**src/hub_cfg_pkg.sv**
```systemverilog
`default_nettype none
package hub_cfg_pkg;

  // Register offsets on the internal configuration memory port
  localparam logic [7:0] OFS_POWER_CONFIG_BYTE_TWO      = 8'h08;
  localparam logic [7:0] OFS_FIXED_PORT_MASK            = 8'h09;
  localparam logic [7:0] OFS_SELF_POWERED_PORT_OFF_MASK = 8'h0a;
  localparam logic [7:0] OFS_BUS_POWERED_PORT_OFF_MASK  = 8'h0b;
  localparam logic [7:0] OFS_SELF_POWERED_CURRENT_BUDGET = 8'h0c;

  // Reset values
  localparam logic [7:0] RST_REG_VALUE = 8'h00;
  localparam logic [7:0] UNDEF_READ    = 8'h00;

  // Field positions in the second configuration byte
  localparam int AUTO_SWITCH_BIT = 7;
  localparam int OC_DELAY_MSB    = 5;
  localparam int OC_DELAY_LSB    = 4;
  localparam int COMPOUND_BIT    = 3;

  // Port bits in the mask registers
  localparam int PORT_MSB      = 3;
  localparam int PORT_LSB      = 1;
  localparam int RSVD_ZERO_BIT = 0;

  // Over-current delay encodings
  typedef enum logic [1:0] {
    OC_DLY_0P1MS = 2'h0,
    OC_DLY_2MS   = 2'h1,
    OC_DLY_4MS   = 2'h2,
    OC_DLY_6MS   = 2'h3
  } oc_delay_t;

  // Clock and over-current delay times
  localparam int CLK_PERIOD_NS  = 100;
  localparam int OC_TIME_A_US   = 100;
  localparam int OC_TIME_B_US   = 2000;
  localparam int OC_TIME_C_US   = 4000;
  localparam int OC_TIME_D_US   = 6000;
  localparam int NS_PER_US      = 1000;
  localparam int OC_CNT_W       = 16;
  localparam int OC_CYCLES_A    = (OC_TIME_A_US * NS_PER_US + CLK_PERIOD_NS - 1) / CLK_PERIOD_NS;
  localparam int OC_CYCLES_B    = (OC_TIME_B_US * NS_PER_US + CLK_PERIOD_NS - 1) / CLK_PERIOD_NS;
  localparam int OC_CYCLES_C    = (OC_TIME_C_US * NS_PER_US + CLK_PERIOD_NS - 1) / CLK_PERIOD_NS;
  localparam int OC_CYCLES_D    = (OC_TIME_D_US * NS_PER_US + CLK_PERIOD_NS - 1) / CLK_PERIOD_NS;

  // Current budget step of two milliamps
  localparam int BUDGET_MA_W = 9;

  // Over-current timer states, Gray along idle, counting, tripped
  typedef enum logic [1:0] {
    OC_IDLE  = 2'b00,
    OC_COUNT = 2'b01,
    OC_TRIP  = 2'b11
  } oc_state_t;

endpackage : hub_cfg_pkg
`default_nettype wire

```
**src/hub_power_port_config_regs.sv**
```systemverilog
`default_nettype none
module hub_power_port_config_regs #(
  parameter int unsigned OC_CYC_A = hub_cfg_pkg::OC_CYCLES_A,
  parameter int unsigned OC_CYC_B = hub_cfg_pkg::OC_CYCLES_B,
  parameter int unsigned OC_CYC_C = hub_cfg_pkg::OC_CYCLES_C,
  parameter int unsigned OC_CYC_D = hub_cfg_pkg::OC_CYCLES_D
) (
  // Clock and reset
  input  wire logic        clk,
  input  wire logic        sys_rst,
  // Configuration memory port
  input  wire logic [7:0]  cfgAddr,
  input  wire logic        cfgWrEn,
  input  wire logic [7:0]  cfgWrData,
  input  wire logic        cfgRdEn,
  output logic [7:0]       cfgRdData,
  // Memory control
  input  wire logic        cfgSoftReset,
  input  wire logic        cfgWriteLock,
  // Power sensing
  input  wire logic        localSupplySensePin,
  input  wire logic        powerSourceSelect,
  input  wire logic        overcurrentSense,
  // Consumed configuration
  output logic             selfPoweredActive,
  output logic             autoSwitchEnabled,
  output logic             compoundDevice,
  output logic [3:1]       fixedPorts,
  output logic [3:1]       portAvailable,
  output logic [8:0]       selfPoweredBudgetMa,
  output logic             overcurrentTrip
);
  import hub_cfg_pkg::*;

  logic [7:0] cfgByteTwo_q, cfgByteTwo_d;
  logic [7:0] fixedMask_q, fixedMask_d;
  logic [7:0] spOffMask_q, spOffMask_d;
  logic [7:0] bpOffMask_q, bpOffMask_d;
  logic [7:0] budget_q, budget_d;
  logic [7:0] rdData_q, rdData_d;
  logic       selfPowered_q, selfPowered_d;
  logic       autoSw_q, autoSw_d;
  logic       compound_q, compound_d;
  logic [3:1] fixedPorts_q, fixedPorts_d;
  logic [3:1] portAvail_q, portAvail_d;
  logic [8:0] budgetMa_q, budgetMa_d;
  logic       wrAllowed;

  // Port bits kept, reserved bit 0 forced low
  function automatic logic [7:0] maskClean(input logic [7:0] v);
    maskClean = v;
    maskClean[RSVD_ZERO_BIT] = 1'b0;
  endfunction : maskClean

  // Address recognised by this bank
  function automatic logic isDefined(input logic [7:0] a);
    isDefined = (a == OFS_POWER_CONFIG_BYTE_TWO) || (a == OFS_FIXED_PORT_MASK)
             || (a == OFS_SELF_POWERED_PORT_OFF_MASK) || (a == OFS_BUS_POWERED_PORT_OFF_MASK)
             || (a == OFS_SELF_POWERED_CURRENT_BUDGET);
  endfunction : isDefined

  assign wrAllowed = cfgWrEn && !cfgWriteLock;

  // Register writes, soft reset has priority
  always_comb
  begin
    cfgByteTwo_d = cfgByteTwo_q;
    fixedMask_d  = fixedMask_q;
    spOffMask_d  = spOffMask_q;
    bpOffMask_d  = bpOffMask_q;
    budget_d     = budget_q;
    if (cfgSoftReset)
    begin
      cfgByteTwo_d = RST_REG_VALUE;
      fixedMask_d  = RST_REG_VALUE;
      spOffMask_d  = RST_REG_VALUE;
      bpOffMask_d  = RST_REG_VALUE;
      budget_d     = RST_REG_VALUE;
    end
    else if (wrAllowed)
    begin
      if (cfgAddr == OFS_POWER_CONFIG_BYTE_TWO)
        cfgByteTwo_d = cfgWrData;
      else if (cfgAddr == OFS_FIXED_PORT_MASK)
        fixedMask_d = maskClean(cfgWrData);
      else if (cfgAddr == OFS_SELF_POWERED_PORT_OFF_MASK)
        spOffMask_d = maskClean(cfgWrData);
      else if (cfgAddr == OFS_BUS_POWERED_PORT_OFF_MASK)
        bpOffMask_d = maskClean(cfgWrData);
      else if (cfgAddr == OFS_SELF_POWERED_CURRENT_BUDGET)
        budget_d = cfgWrData;
      // Other addresses: write dropped silently
    end
  end

  // Registered read data
  always_comb
  begin
    rdData_d = rdData_q;
    if (cfgRdEn)
    begin
      if (cfgAddr == OFS_POWER_CONFIG_BYTE_TWO)
        rdData_d = cfgByteTwo_q;
      else if (cfgAddr == OFS_FIXED_PORT_MASK)
        rdData_d = fixedMask_q;
      else if (cfgAddr == OFS_SELF_POWERED_PORT_OFF_MASK)
        rdData_d = spOffMask_q;
      else if (cfgAddr == OFS_BUS_POWERED_PORT_OFF_MASK)
        rdData_d = bpOffMask_q;
      else if (cfgAddr == OFS_SELF_POWERED_CURRENT_BUDGET)
        rdData_d = budget_q;
      else
        rdData_d = UNDEF_READ;
    end
  end

  // Power source and port availability
  always_comb
  begin
    autoSw_d = cfgByteTwo_q[AUTO_SWITCH_BIT];
    if (autoSw_d)
      selfPowered_d = localSupplySensePin;
    else
      selfPowered_d = powerSourceSelect;
    if (selfPowered_d)
      portAvail_d = ~spOffMask_q[PORT_MSB:PORT_LSB];
    else
      portAvail_d = ~bpOffMask_q[PORT_MSB:PORT_LSB];
    compound_d   = cfgByteTwo_q[COMPOUND_BIT];
    fixedPorts_d = fixedMask_q[PORT_MSB:PORT_LSB];
    budgetMa_d   = {budget_q, 1'b0};
  end

  // All state registers
  always_ff @(posedge clk)
  begin
    if (sys_rst)
    begin
      cfgByteTwo_q  <= RST_REG_VALUE;
      fixedMask_q   <= RST_REG_VALUE;
      spOffMask_q   <= RST_REG_VALUE;
      bpOffMask_q   <= RST_REG_VALUE;
      budget_q      <= RST_REG_VALUE;
      rdData_q      <= UNDEF_READ;
      selfPowered_q <= 1'b0;
      autoSw_q      <= 1'b0;
      compound_q    <= 1'b0;
      fixedPorts_q  <= '0;
      portAvail_q   <= '0;
      budgetMa_q    <= '0;
    end
    else
    begin
      cfgByteTwo_q  <= cfgByteTwo_d;
      fixedMask_q   <= fixedMask_d;
      spOffMask_q   <= spOffMask_d;
      bpOffMask_q   <= bpOffMask_d;
      budget_q      <= budget_d;
      rdData_q      <= rdData_d;
      selfPowered_q <= selfPowered_d;
      autoSw_q      <= autoSw_d;
      compound_q    <= compound_d;
      fixedPorts_q  <= fixedPorts_d;
      portAvail_q   <= portAvail_d;
      budgetMa_q    <= budgetMa_d;
    end
  end

  // Over-current filter with the selected delay
  overcurrent_delay_timer #(
    .CYC_A (OC_CYC_A),
    .CYC_B (OC_CYC_B),
    .CYC_C (OC_CYC_C),
    .CYC_D (OC_CYC_D)
  ) ocTimer (
    .clk                    (clk),
    .sys_rst                (sys_rst),
    .overcurrentSense       (overcurrentSense),
    .overcurrentDelaySelect (oc_delay_t'(cfgByteTwo_q[OC_DELAY_MSB:OC_DELAY_LSB])),
    .overcurrentTrip        (overcurrentTrip)
  );

  // Outputs straight from flops
  assign cfgRdData           = rdData_q;
  assign selfPoweredActive   = selfPowered_q;
  assign autoSwitchEnabled   = autoSw_q;
  assign compoundDevice      = compound_q;
  assign fixedPorts          = fixedPorts_q;
  assign portAvailable       = portAvail_q;
  assign selfPoweredBudgetMa = budgetMa_q;
endmodule : hub_power_port_config_regs
`default_nettype wire

```
**src/overcurrent_delay_timer.sv**
```systemverilog
`default_nettype none
module overcurrent_delay_timer #(
  parameter int unsigned CYC_A = hub_cfg_pkg::OC_CYCLES_A,
  parameter int unsigned CYC_B = hub_cfg_pkg::OC_CYCLES_B,
  parameter int unsigned CYC_C = hub_cfg_pkg::OC_CYCLES_C,
  parameter int unsigned CYC_D = hub_cfg_pkg::OC_CYCLES_D
) (
  // Clock and reset
  input  wire logic                  clk,
  input  wire logic                  sys_rst,
  // Sense and selection
  input  wire logic                  overcurrentSense,
  input  wire hub_cfg_pkg::oc_delay_t overcurrentDelaySelect,
  // Filtered trip
  output logic                       overcurrentTrip
);
  import hub_cfg_pkg::*;

  oc_state_t             state_q, state_d;
  logic [OC_CNT_W-1:0]   cnt_q, cnt_d;
  logic                  trip_q, trip_d;
  logic [OC_CNT_W-1:0]   limit;

  // Delay lookup from the select field
  function automatic logic [OC_CNT_W-1:0] delayCycles(input oc_delay_t sel);
    case (sel)
      OC_DLY_0P1MS: delayCycles = OC_CNT_W'(CYC_A);
      OC_DLY_2MS:   delayCycles = OC_CNT_W'(CYC_B);
      OC_DLY_4MS:   delayCycles = OC_CNT_W'(CYC_C);
      default:      delayCycles = OC_CNT_W'(CYC_D);
    endcase
  endfunction : delayCycles

  assign limit = delayCycles(overcurrentDelaySelect);

  // Next state: trip only after the sense holds for the selected delay
  always_comb
  begin
    state_d = state_q;
    cnt_d   = cnt_q;
    case (state_q)
      OC_IDLE:
      begin
        if (overcurrentSense)
        begin
          state_d = OC_COUNT;
          cnt_d   = OC_CNT_W'(1);
        end
      end
      OC_COUNT:
      begin
        if (!overcurrentSense)
          state_d = OC_IDLE;
        else if (cnt_q >= limit)
          state_d = OC_TRIP;
        else
          cnt_d = cnt_q + OC_CNT_W'(1);
      end
      OC_TRIP:
      begin
        if (!overcurrentSense)
          state_d = OC_IDLE;
      end
      default: state_d = OC_IDLE;
    endcase
    trip_d = (state_d == OC_TRIP);
  end

  // State registers
  always_ff @(posedge clk)
  begin
    if (sys_rst)
    begin
      state_q <= OC_IDLE;
      cnt_q   <= '0;
      trip_q  <= 1'b0;
    end
    else
    begin
      state_q <= state_d;
      cnt_q   <= cnt_d;
      trip_q  <= trip_d;
    end
  end

  assign overcurrentTrip = trip_q;

  // Helper: consecutive cycles of sense high
  logic [OC_CNT_W-1:0] holdCnt;
  always_ff @(posedge clk)
  begin
    if (sys_rst || !overcurrentSense)
      holdCnt <= '0;
    else if (holdCnt != {OC_CNT_W{1'b1}})
      holdCnt <= holdCnt + OC_CNT_W'(1);
  end
endmodule : overcurrent_delay_timer
`default_nettype wire

```
**config.mk**
```make
export PLATFORM = sky130hd
export DESIGN_NAME = hub_power_port_config_regs
export DESIGN_NICKNAME = d
export VERILOG_FILES = /design/src/hub_cfg_pkg.sv /design/src/hub_power_port_config_regs.sv /design/src/overcurrent_delay_timer.sv
export SDC_FILE = /design/constraint.sdc
export NUM_CORES = 1
export LEC_CHECK = 0
export BUFFER_PORTS_ARGS = -buffer_cell sky130_fd_sc_hd__clkbuf_2
export CORE_MARGIN = 2
export CORE_UTILIZATION = 50
export CTS_BUF_LIST = sky130_fd_sc_hd__clkbuf_16
export DETAILED_ROUTE_END_ITERATION = 10
export PLACE_DENSITY = 0.76
export SETUP_SLACK_MARGIN = 0.05
export SKIP_LAST_GASP = 1
export SLEW_MARGIN = 10
export SYNTH_ARGS = -nofsm -noshare
export SYNTH_HDL_FRONTEND = slang
export SYNTH_SLANG_ARGS = --single-unit
```
**constraint.sdc**
```tcl
create_clock -name clk -period 3.1 [get_ports clk]
set_input_delay 0.31 -clock clk [delete_from_list [all_inputs] [get_ports clk]]
set_output_delay 0.31 -clock clk [all_outputs]
set_load 0.005 [all_outputs]
```
==> results of run 1 <==
## worst max path at each step
stage                                  from                       endpoint  slack (ns)  cells after the start
2_1_floorplan  cfgByteTwo_q[4]$_SDFFE_PP0P_  ocTimer.cnt_q[6]$_SDFFE_PP0P_        0.67                     11
3_3_place_gp   cfgByteTwo_q[4]$_SDFFE_PP0P_  ocTimer.cnt_q[8]$_SDFFE_PP0P_        0.56                     10
3_5_place_dp   cfgByteTwo_q[4]$_SDFFE_PP0P_  ocTimer.cnt_q[7]$_SDFFE_PP0P_        0.47                     10
4_1_cts        cfgByteTwo_q[4]$_SDFFE_PP0P_  ocTimer.cnt_q[8]$_SDFFE_PP0P_        0.46                     10
5_1_grt        cfgByteTwo_q[4]$_SDFFE_PP0P_  ocTimer.cnt_q[8]$_SDFFE_PP0P_        0.18                     10
6_report       cfgByteTwo_q[4]$_SDFFE_PP0P_  ocTimer.cnt_q[7]$_SDFFE_PP0P_        0.43                     10
## flip-flops by register name (all words and copies together) (netlist names)
| signal | count |
|---|---|
| selfPoweredBudgetMa | 8 |
| ocTimer.cnt_q | 16 |
| selfPoweredActive | 1 |
| ocTimer.state_q | 2 |
| budget_q | 8 |
| ocTimer.overcurrentTrip | 1 |
| portAvailable | 3 |
| spOffMask_q | 7 |
| autoSwitchEnabled | 1 |
| bpOffMask_q | 7 |
| cfgByteTwo_q | 8 |
| fixedMask_q | 7 |
| fixedPorts | 3 |
| cfgRdData | 8 |
| compoundDevice | 1 |
## logic make-up (layout without fill, tap and decap cells)
group / Yosys count / in the layout / share of synthesized area
AND/OR/NAND/NOR: 153 / 153 / 0.202
flip-flops: 81 / 81 / 0.427
AO/OA/AOI/OAI: 64 / 64 / 0.136
multiplexers: 46 / 46 / 0.121
buffers and inverters: 44 / 92 / 0.0514
adder cells (fa/ha/maj): 18 / 18 / 0.0593
other: 1 / 1 / 0.000987
XOR/XNOR: 1 / 1 / 0.00231
## per-layer routing
layer / share of wire / vias to the layer above / GRT usage
met3: 0.053 / 10 / 0.0373
met5: 0 / - / 0
met2: 0.47 / 93 / 0.323
met4: 0.014 / 0 / 0.0922
li1: - / 1528 / -
met1: 0.46 / 1445 / 0.277
## stage by stage
stage                     instances  cell area (um^2)
after floorplan                 408              3800
after global placement          539              4090
after detailed placement        539              4090
after CTS                       555              4370
after global routing            555              4370
final                           555              4370
## power by group through the flow
stage / registers [W] / clock network, W / logic [W]
finish: 0.00106 / 0.000996 / 0.000114
global route: 0.00106 / 0.00105 / 0.000126
CTS: 0.00106 / 0.00100 / 0.000114
detailed placement: 0.00108 / 0 / 0.000113
global placement: 0.00108 / 0 / 0.000110
floorplan: 0.00108 / 0 / 0.0000652
## cells in the mapped netlist, types with 4 or more instances
library cell  number
a211oi_1           6
a21oi_1           22
a221oi_1           7
a311oi_1           5
and3_1             8
buf_2              6
buf_4              4
clkbuf_1           9
dfxtp_1           81
ha_1              18
inv_1             22
mux2i_1           46
nand2_1           25
nand2b_1          15
nand3_1           15
nand4_1            6
nor2_1            53
nor2b_1           12
nor3_1             8
o221ai_1           8
## worst register-to-register path, cell delays in order (launching register included)
cell,delay (ns)
dfxtp_1,0.39
inv_1,0.13
ha_1,0.31
nor2_1,0.13
ha_1,0.26
a211oi_1,0.24
o221ai_1,0.17
nor2_1,0.20
o2111a_2,0.32
a41oi_1,0.15
a311oi_1,0.27
## area by class of cell
| cell class | count | share of cell area |
|---|---|---|
| inverters | 22 | 0.0189 |
| flip-flops and latches | 81 | 0.371 |
| repair buffers | 54 | 0.0641 |
| well taps | 99 | 0.0283 |
| multi-input cells | 283 | 0.454 |
| clock buffers | 9 | 0.0515 |
| clock inverters | 7 | 0.0126 |
==> results.yml, run 1 <==
timing:
  setup_viol: 0
  tightest_slew_ns: 1.14
  maxSlewViolCount: 0
  timing.hold.ws_ns: 0.253
  fmax_ghz: 0.375
  slew-limit-headroom: 0.239
  final.min_clock_period_ns: 2.67
  clock_skew_ns: 0.00669
  finalSetupTns_ns: 0
  final.setup.worst_slack_ns: 0.431
  rsz0062_at_grt: "no"
  hold_viol: 0
  finalCritPeriodShare: 0.861
pwr:
  clock_power_share: 0.459
  powerDensity_nw_per_um2: 496
  intPower_w: 0.00164
  power_switching_w: 0.000525
  sw_frac_of_total: 0.242
  ir_drop_mv: 0.241
  seqPwrFrac: 0.488
  total_power_w: 0.00217
  p_leak_nw: 1.73
  combinationalPowerShare: 0.053
yosys:
  ys_ff_latch: 81
  synth_edf_count: 0
  syn_nets: 451
  yosys_warnings: 0
  synth_cell_types: 44
  synth_area_leaders: "dfxtp_1 43%, mux2i_1 12%, ha_1 5.9%"
  yosysTopAreaCell: "dfxtp_1"
  synth_area_per_cell_um2: 9.31
  ys_seq_area_frac: 0.427
  synth_top_flop_cell: "dfxtp_1"
  synthCells: 408
  syn-cell-area_um2: 3800
  postSynth.asyncResetShare: 0
  synth_top_cell_area_share: 0.427
drt:
  first_pass_iters: 5
  via_per_inst: 5.54
  drt_iter0_markers: 146
  vias: 3076
  ant_nets: 0
  wire_per_inst_um: 15.1
  drc: 0
  routed_wl_um: 8370
cts:
  cts_buffers: 9
  cts_buffer_depth: 2
  htree_levels: 3
  clkSinkCount: 81
  cts_tree: "done"
  root_buffer: "clkbuf_16"
  post-cts-setup-buffers: 0
  cts_hold_buf: 0
  path_clk_slew_ns: 0.06
  clk_latency_ns: 0.34
  cts_resized: 0
die:
  placementRows: 31
  core_um2: 7290
  initial_core_util: 0.521
  die_w_um: 91.2
  dieHeight_um: 91.2
  die_area_um2: 8310
  io_pins: 52
run:
  cap_violations: 0
setup_path:
  worst_path_largest_cell_delay_ns: 0.39
  start_kind: "flop"
  path_class: "flop to flop"
  critPathMaxFanout: 7
  crit_family: "compound AO/OA/AOI/OAI gates"
  crit_chain: "inv_1 -> ha_1 -> nor2_1 -> ha_1 -> a211oi_1 -> o221ai_1 -> nor2_1 -> o2111a_2 -> a41oi_1 -> a311oi_1"
  r2r_slack_ns: 0.43
  arrival_ns: 2.91
  r2r_start: "cfgByteTwo_q[4]$_SDFFE_PP0P_"
  cp-end-kind: "flop"
  cp_slowest_cell: "dfxtp_1"
  r2r_end: "ocTimer.cnt_q[7]$_SDFFE_PP0P_"
  r2r_cells: 10
  path_buf_inv: 1
  cp.required_ns: 3.34
finish:
  final_common_cell: "dfxtp_1"
  register_area_um2: 1620
  antenna_cells: 0
  layout-drive-gt1-share: 0.189
  fin_nets: 494
  fin_util: 0.600
  multi_input_area_um2: 1980
  n_fill_cell: 638
  area_growth_pct: 15.0
  final_cell_mix: "81 x dfxtp_1, 53 x nor2_1, 50 x clkbuf_2"
global_routing:
  track_usage: 0.206
  grt_max_degree: 38
  grt_pass1_wl_um: 13800
  first_global_vias: 2932
  gr-total-overflow: 0
  antenna_found_initial: 0
hold_path:
  whs_path_depth: 3
  min_to: "budget_q[0]$_SDFFE_PP0P_"
  worstHoldPathType: "input port to flop"
  worstHoldStart: "cfgWrData[0]"
placement:
  post-place-ws_ns: 0.468
  port_buffers: 50
  post-dp-hpwl_um: 5840
  gp_congestion: 0.826
run_status:
  status: "finished clean"
(Power assumes the default switching activity.)
==> run 2, diff against run 1 <==
--- a/config.mk
+++ b/config.mk
@@ -5,12 +5,12 @@
 export SDC_FILE = /design/constraint.sdc
 export NUM_CORES = 1
 export LEC_CHECK = 0
-export BUFFER_PORTS_ARGS = -buffer_cell sky130_fd_sc_hd__clkbuf_2
 export CORE_MARGIN = 2
 export CORE_UTILIZATION = 50
 export CTS_BUF_LIST = sky130_fd_sc_hd__clkbuf_16
 export DETAILED_ROUTE_END_ITERATION = 10
-export PLACE_DENSITY = 0.76
+export DONT_BUFFER_PORTS = 1
+export PLACE_DENSITY = 0.7
 export SETUP_SLACK_MARGIN = 0.05
 export SKIP_LAST_GASP = 1
 export SLEW_MARGIN = 10
==> results.yml, run 2 (synthesis gave the netlist of run 1 again) <==
timing:
  setup_viol: 0
  finalCritPeriodShare: 0.875
  hold_viol: 0
  clock_skew_ns: 0.00443
  final.min_clock_period_ns: 2.71
  finalSetupTns_ns: 0
  tightest_slew_ns: 1.08
  fmax_ghz: 0.369
  rsz0062_at_grt: "no"
  maxSlewViolCount: 0
  slew-limit-headroom: 0.278
die:
  core_um2: 7290
  dieHeight_um: 91.2
  initial_core_util: 0.521
  die_w_um: 91.2
  io_pins: 52
  placementRows: 31
  die_area_um2: 8310
global_routing:
  grt_max_degree: 38
  grt_pass1_wl_um: 13200
  antenna_found_initial: 0
  gr-total-overflow: 0
  first_global_vias: 2743
  track_usage: 0.200
finish:
  layout-drive-gt1-share: 0.0866
  largest_reg_flops: 16
  fin_nets: 442
  register_area_um2: 1620
  antenna_cells: 0
  layoutNonFillerInstCount: 503
  n_fill_cell: 679
  multi_input_area_um2: 1980
  area_growth_pct: 8.00
  regMostFlops: "ocTimer.cnt_q"
  final_common_cell: "dfxtp_1"
  final_cell_mix: "81 x dfxtp_1, 53 x nor2_1, 46 x mux2i_1"
cts:
  clk_latency_ns: 0.34
  path_clk_slew_ns: 0.06
  cts_resized: 0
  cts_tree: "done"
  htree_levels: 3
  clkSinkCount: 81
  cts_buffers: 9
  root_buffer: "clkbuf_16"
  post-cts-setup-buffers: 0
  cts_hold_buf: 0
  cts_buffer_depth: 2
setup_path:
  cp-end-kind: "flop"
  r2r_slack_ns: 0.39
  start_kind: "flop"
  arrival_ns: 2.98
  r2r_end: "ocTimer.cnt_q[8]$_SDFFE_PP0P_"
  cp.required_ns: 3.37
  critPathMaxFanout: 7
  path_class: "flop to flop"
  r2r_start: "cfgByteTwo_q[4]$_SDFFE_PP0P_"
  r2r_cells: 10
run:
  cap_violations: 0
hold_path:
  worstHoldStart: "sys_rst"
  min_to: "ocTimer.cnt_q[2]$_SDFFE_PP0P_"
  whs_path_depth: 1
  worstHoldPathType: "input port to flop"
pwr:
  intPower_w: 0.00162
  clock_power_share: 0.468
  p_leak_nw: 1.51
  combinationalPowerShare: 0.032
  power_switching_w: 0.000492
  total_power_w: 0.00212
  ir_drop_mv: 0.228
  powerDensity_nw_per_um2: 516
  seqPwrFrac: 0.500
  sw_frac_of_total: 0.233
run_status:
  status: "finished clean"
placement:
  port_buffers: 0
  gp_congestion: 0.834
  dp.cells: 487
  post-dp-hpwl_um: 5500
drt:
  drt_iter0_markers: 158
  routed_wl_um: 7910
  first_pass_iters: 4
  drc: 0
  vias: 2865
  ant_nets: 0
  wire_per_inst_um: 15.7
  via_per_inst: 5.70
[run 2: changes by cell type in the layout (fill, tap and decap cells not counted)]
| cell | delta |
|---|---|
| clkinvlp_4 | -2 |
| clkinv_1 | -1 |
| inv_6 | +1 |
| buf_4 | -2 |
| clkinv_4 | +1 |
| inv_8 | -1 |
| clkinv_2 | +2 |
| clkbuf_2 | -50 |
[run 2: how the worst max path moves through the flow]
| stage | to | from | cells past startpoint | slack [ns] |
|---|---|---|---|---|
| final | ocTimer.cnt_q[8]$_SDFFE_PP0P_ | cfgByteTwo_q[4]$_SDFFE_PP0P_ | 10 | 0.39 |
| after global routing | ocTimer.cnt_q[8]$_SDFFE_PP0P_ | cfgByteTwo_q[4]$_SDFFE_PP0P_ | 10 | 0.14 |
| after CTS | ocTimer.cnt_q[8]$_SDFFE_PP0P_ | cfgByteTwo_q[4]$_SDFFE_PP0P_ | 10 | 0.40 |
| after detailed placement | ocTimer.cnt_q[8]$_SDFFE_PP0P_ | cfgByteTwo_q[4]$_SDFFE_PP0P_ | 10 | 0.42 |
| after global placement | ocTimer.cnt_q[6]$_SDFFE_PP0P_ | cfgByteTwo_q[4]$_SDFFE_PP0P_ | 10 | 0.57 |
| after floorplan | ocTimer.cnt_q[6]$_SDFFE_PP0P_ | cfgByteTwo_q[4]$_SDFFE_PP0P_ | 11 | 0.67 |
[run 2: area by class of cell]
cell class,instances,share of cell area
Multi-Input combinational cell,283,0.483
Sequential cell,81,0.395
Clock buffer,9,0.0549
Tap cell,99,0.0302
Inverter,22,0.0201
Clock inverter,7,0.0128
Timing Repair Buffer,2,0.00366
[run 2: worst max-delay path, cell delays in order (launching register included)]
cell	delay, ns
dfxtp_1	0.35
inv_1	0.16
ha_1	0.34
nor2_1	0.07
ha_1	0.31
a211oi_1	0.26
o221ai_1	0.18
nor2_1	0.21
o21ai_2	0.12
a2111oi_2	0.42
mux2i_1	0.22
[run 2: layer usage]
metal	up-vias	share of wire	global-route usage
li1	1426	-	-
met4	0	0.015	0.0657
met3	11	0.072	0.0722
met1	1336	0.47	0.269
met5	-	0	0
met2	92	0.44	0.297
[run 2: power by group through the flow]
stage,logic (W),clock network [W],registers (W)
2_1_floorplan,0.0000652,0,0.00108
3_3_place_gp,0.0000655,0,0.00108
3_5_place_dp,0.0000670,0,0.00108
4_1_cts,0.0000673,0.00101,0.00106
5_1_grt,0.0000756,0.00106,0.00106
6_report,0.0000668,0.000991,0.00106
[run 2: through the flow]
| stage | worst slack, ns | hold WS [ns] | utilization | instance area [um^2] |
|---|---|---|---|---|
| after floorplan | 0.668 | 0.430 | - | 3800 |
| after global routing | 0.143 | 0.0295 | 0.563 | 4100 |
| after detailed placement | 0.421 | 0.387 | 0.525 | 3830 |
| after global placement | 0.573 | 0.388 | 0.525 | 3830 |
| final | 0.387 | 0.0386 | 0.563 | 4100 |
| after CTS | 0.401 | 0.0349 | 0.563 | 4100 |
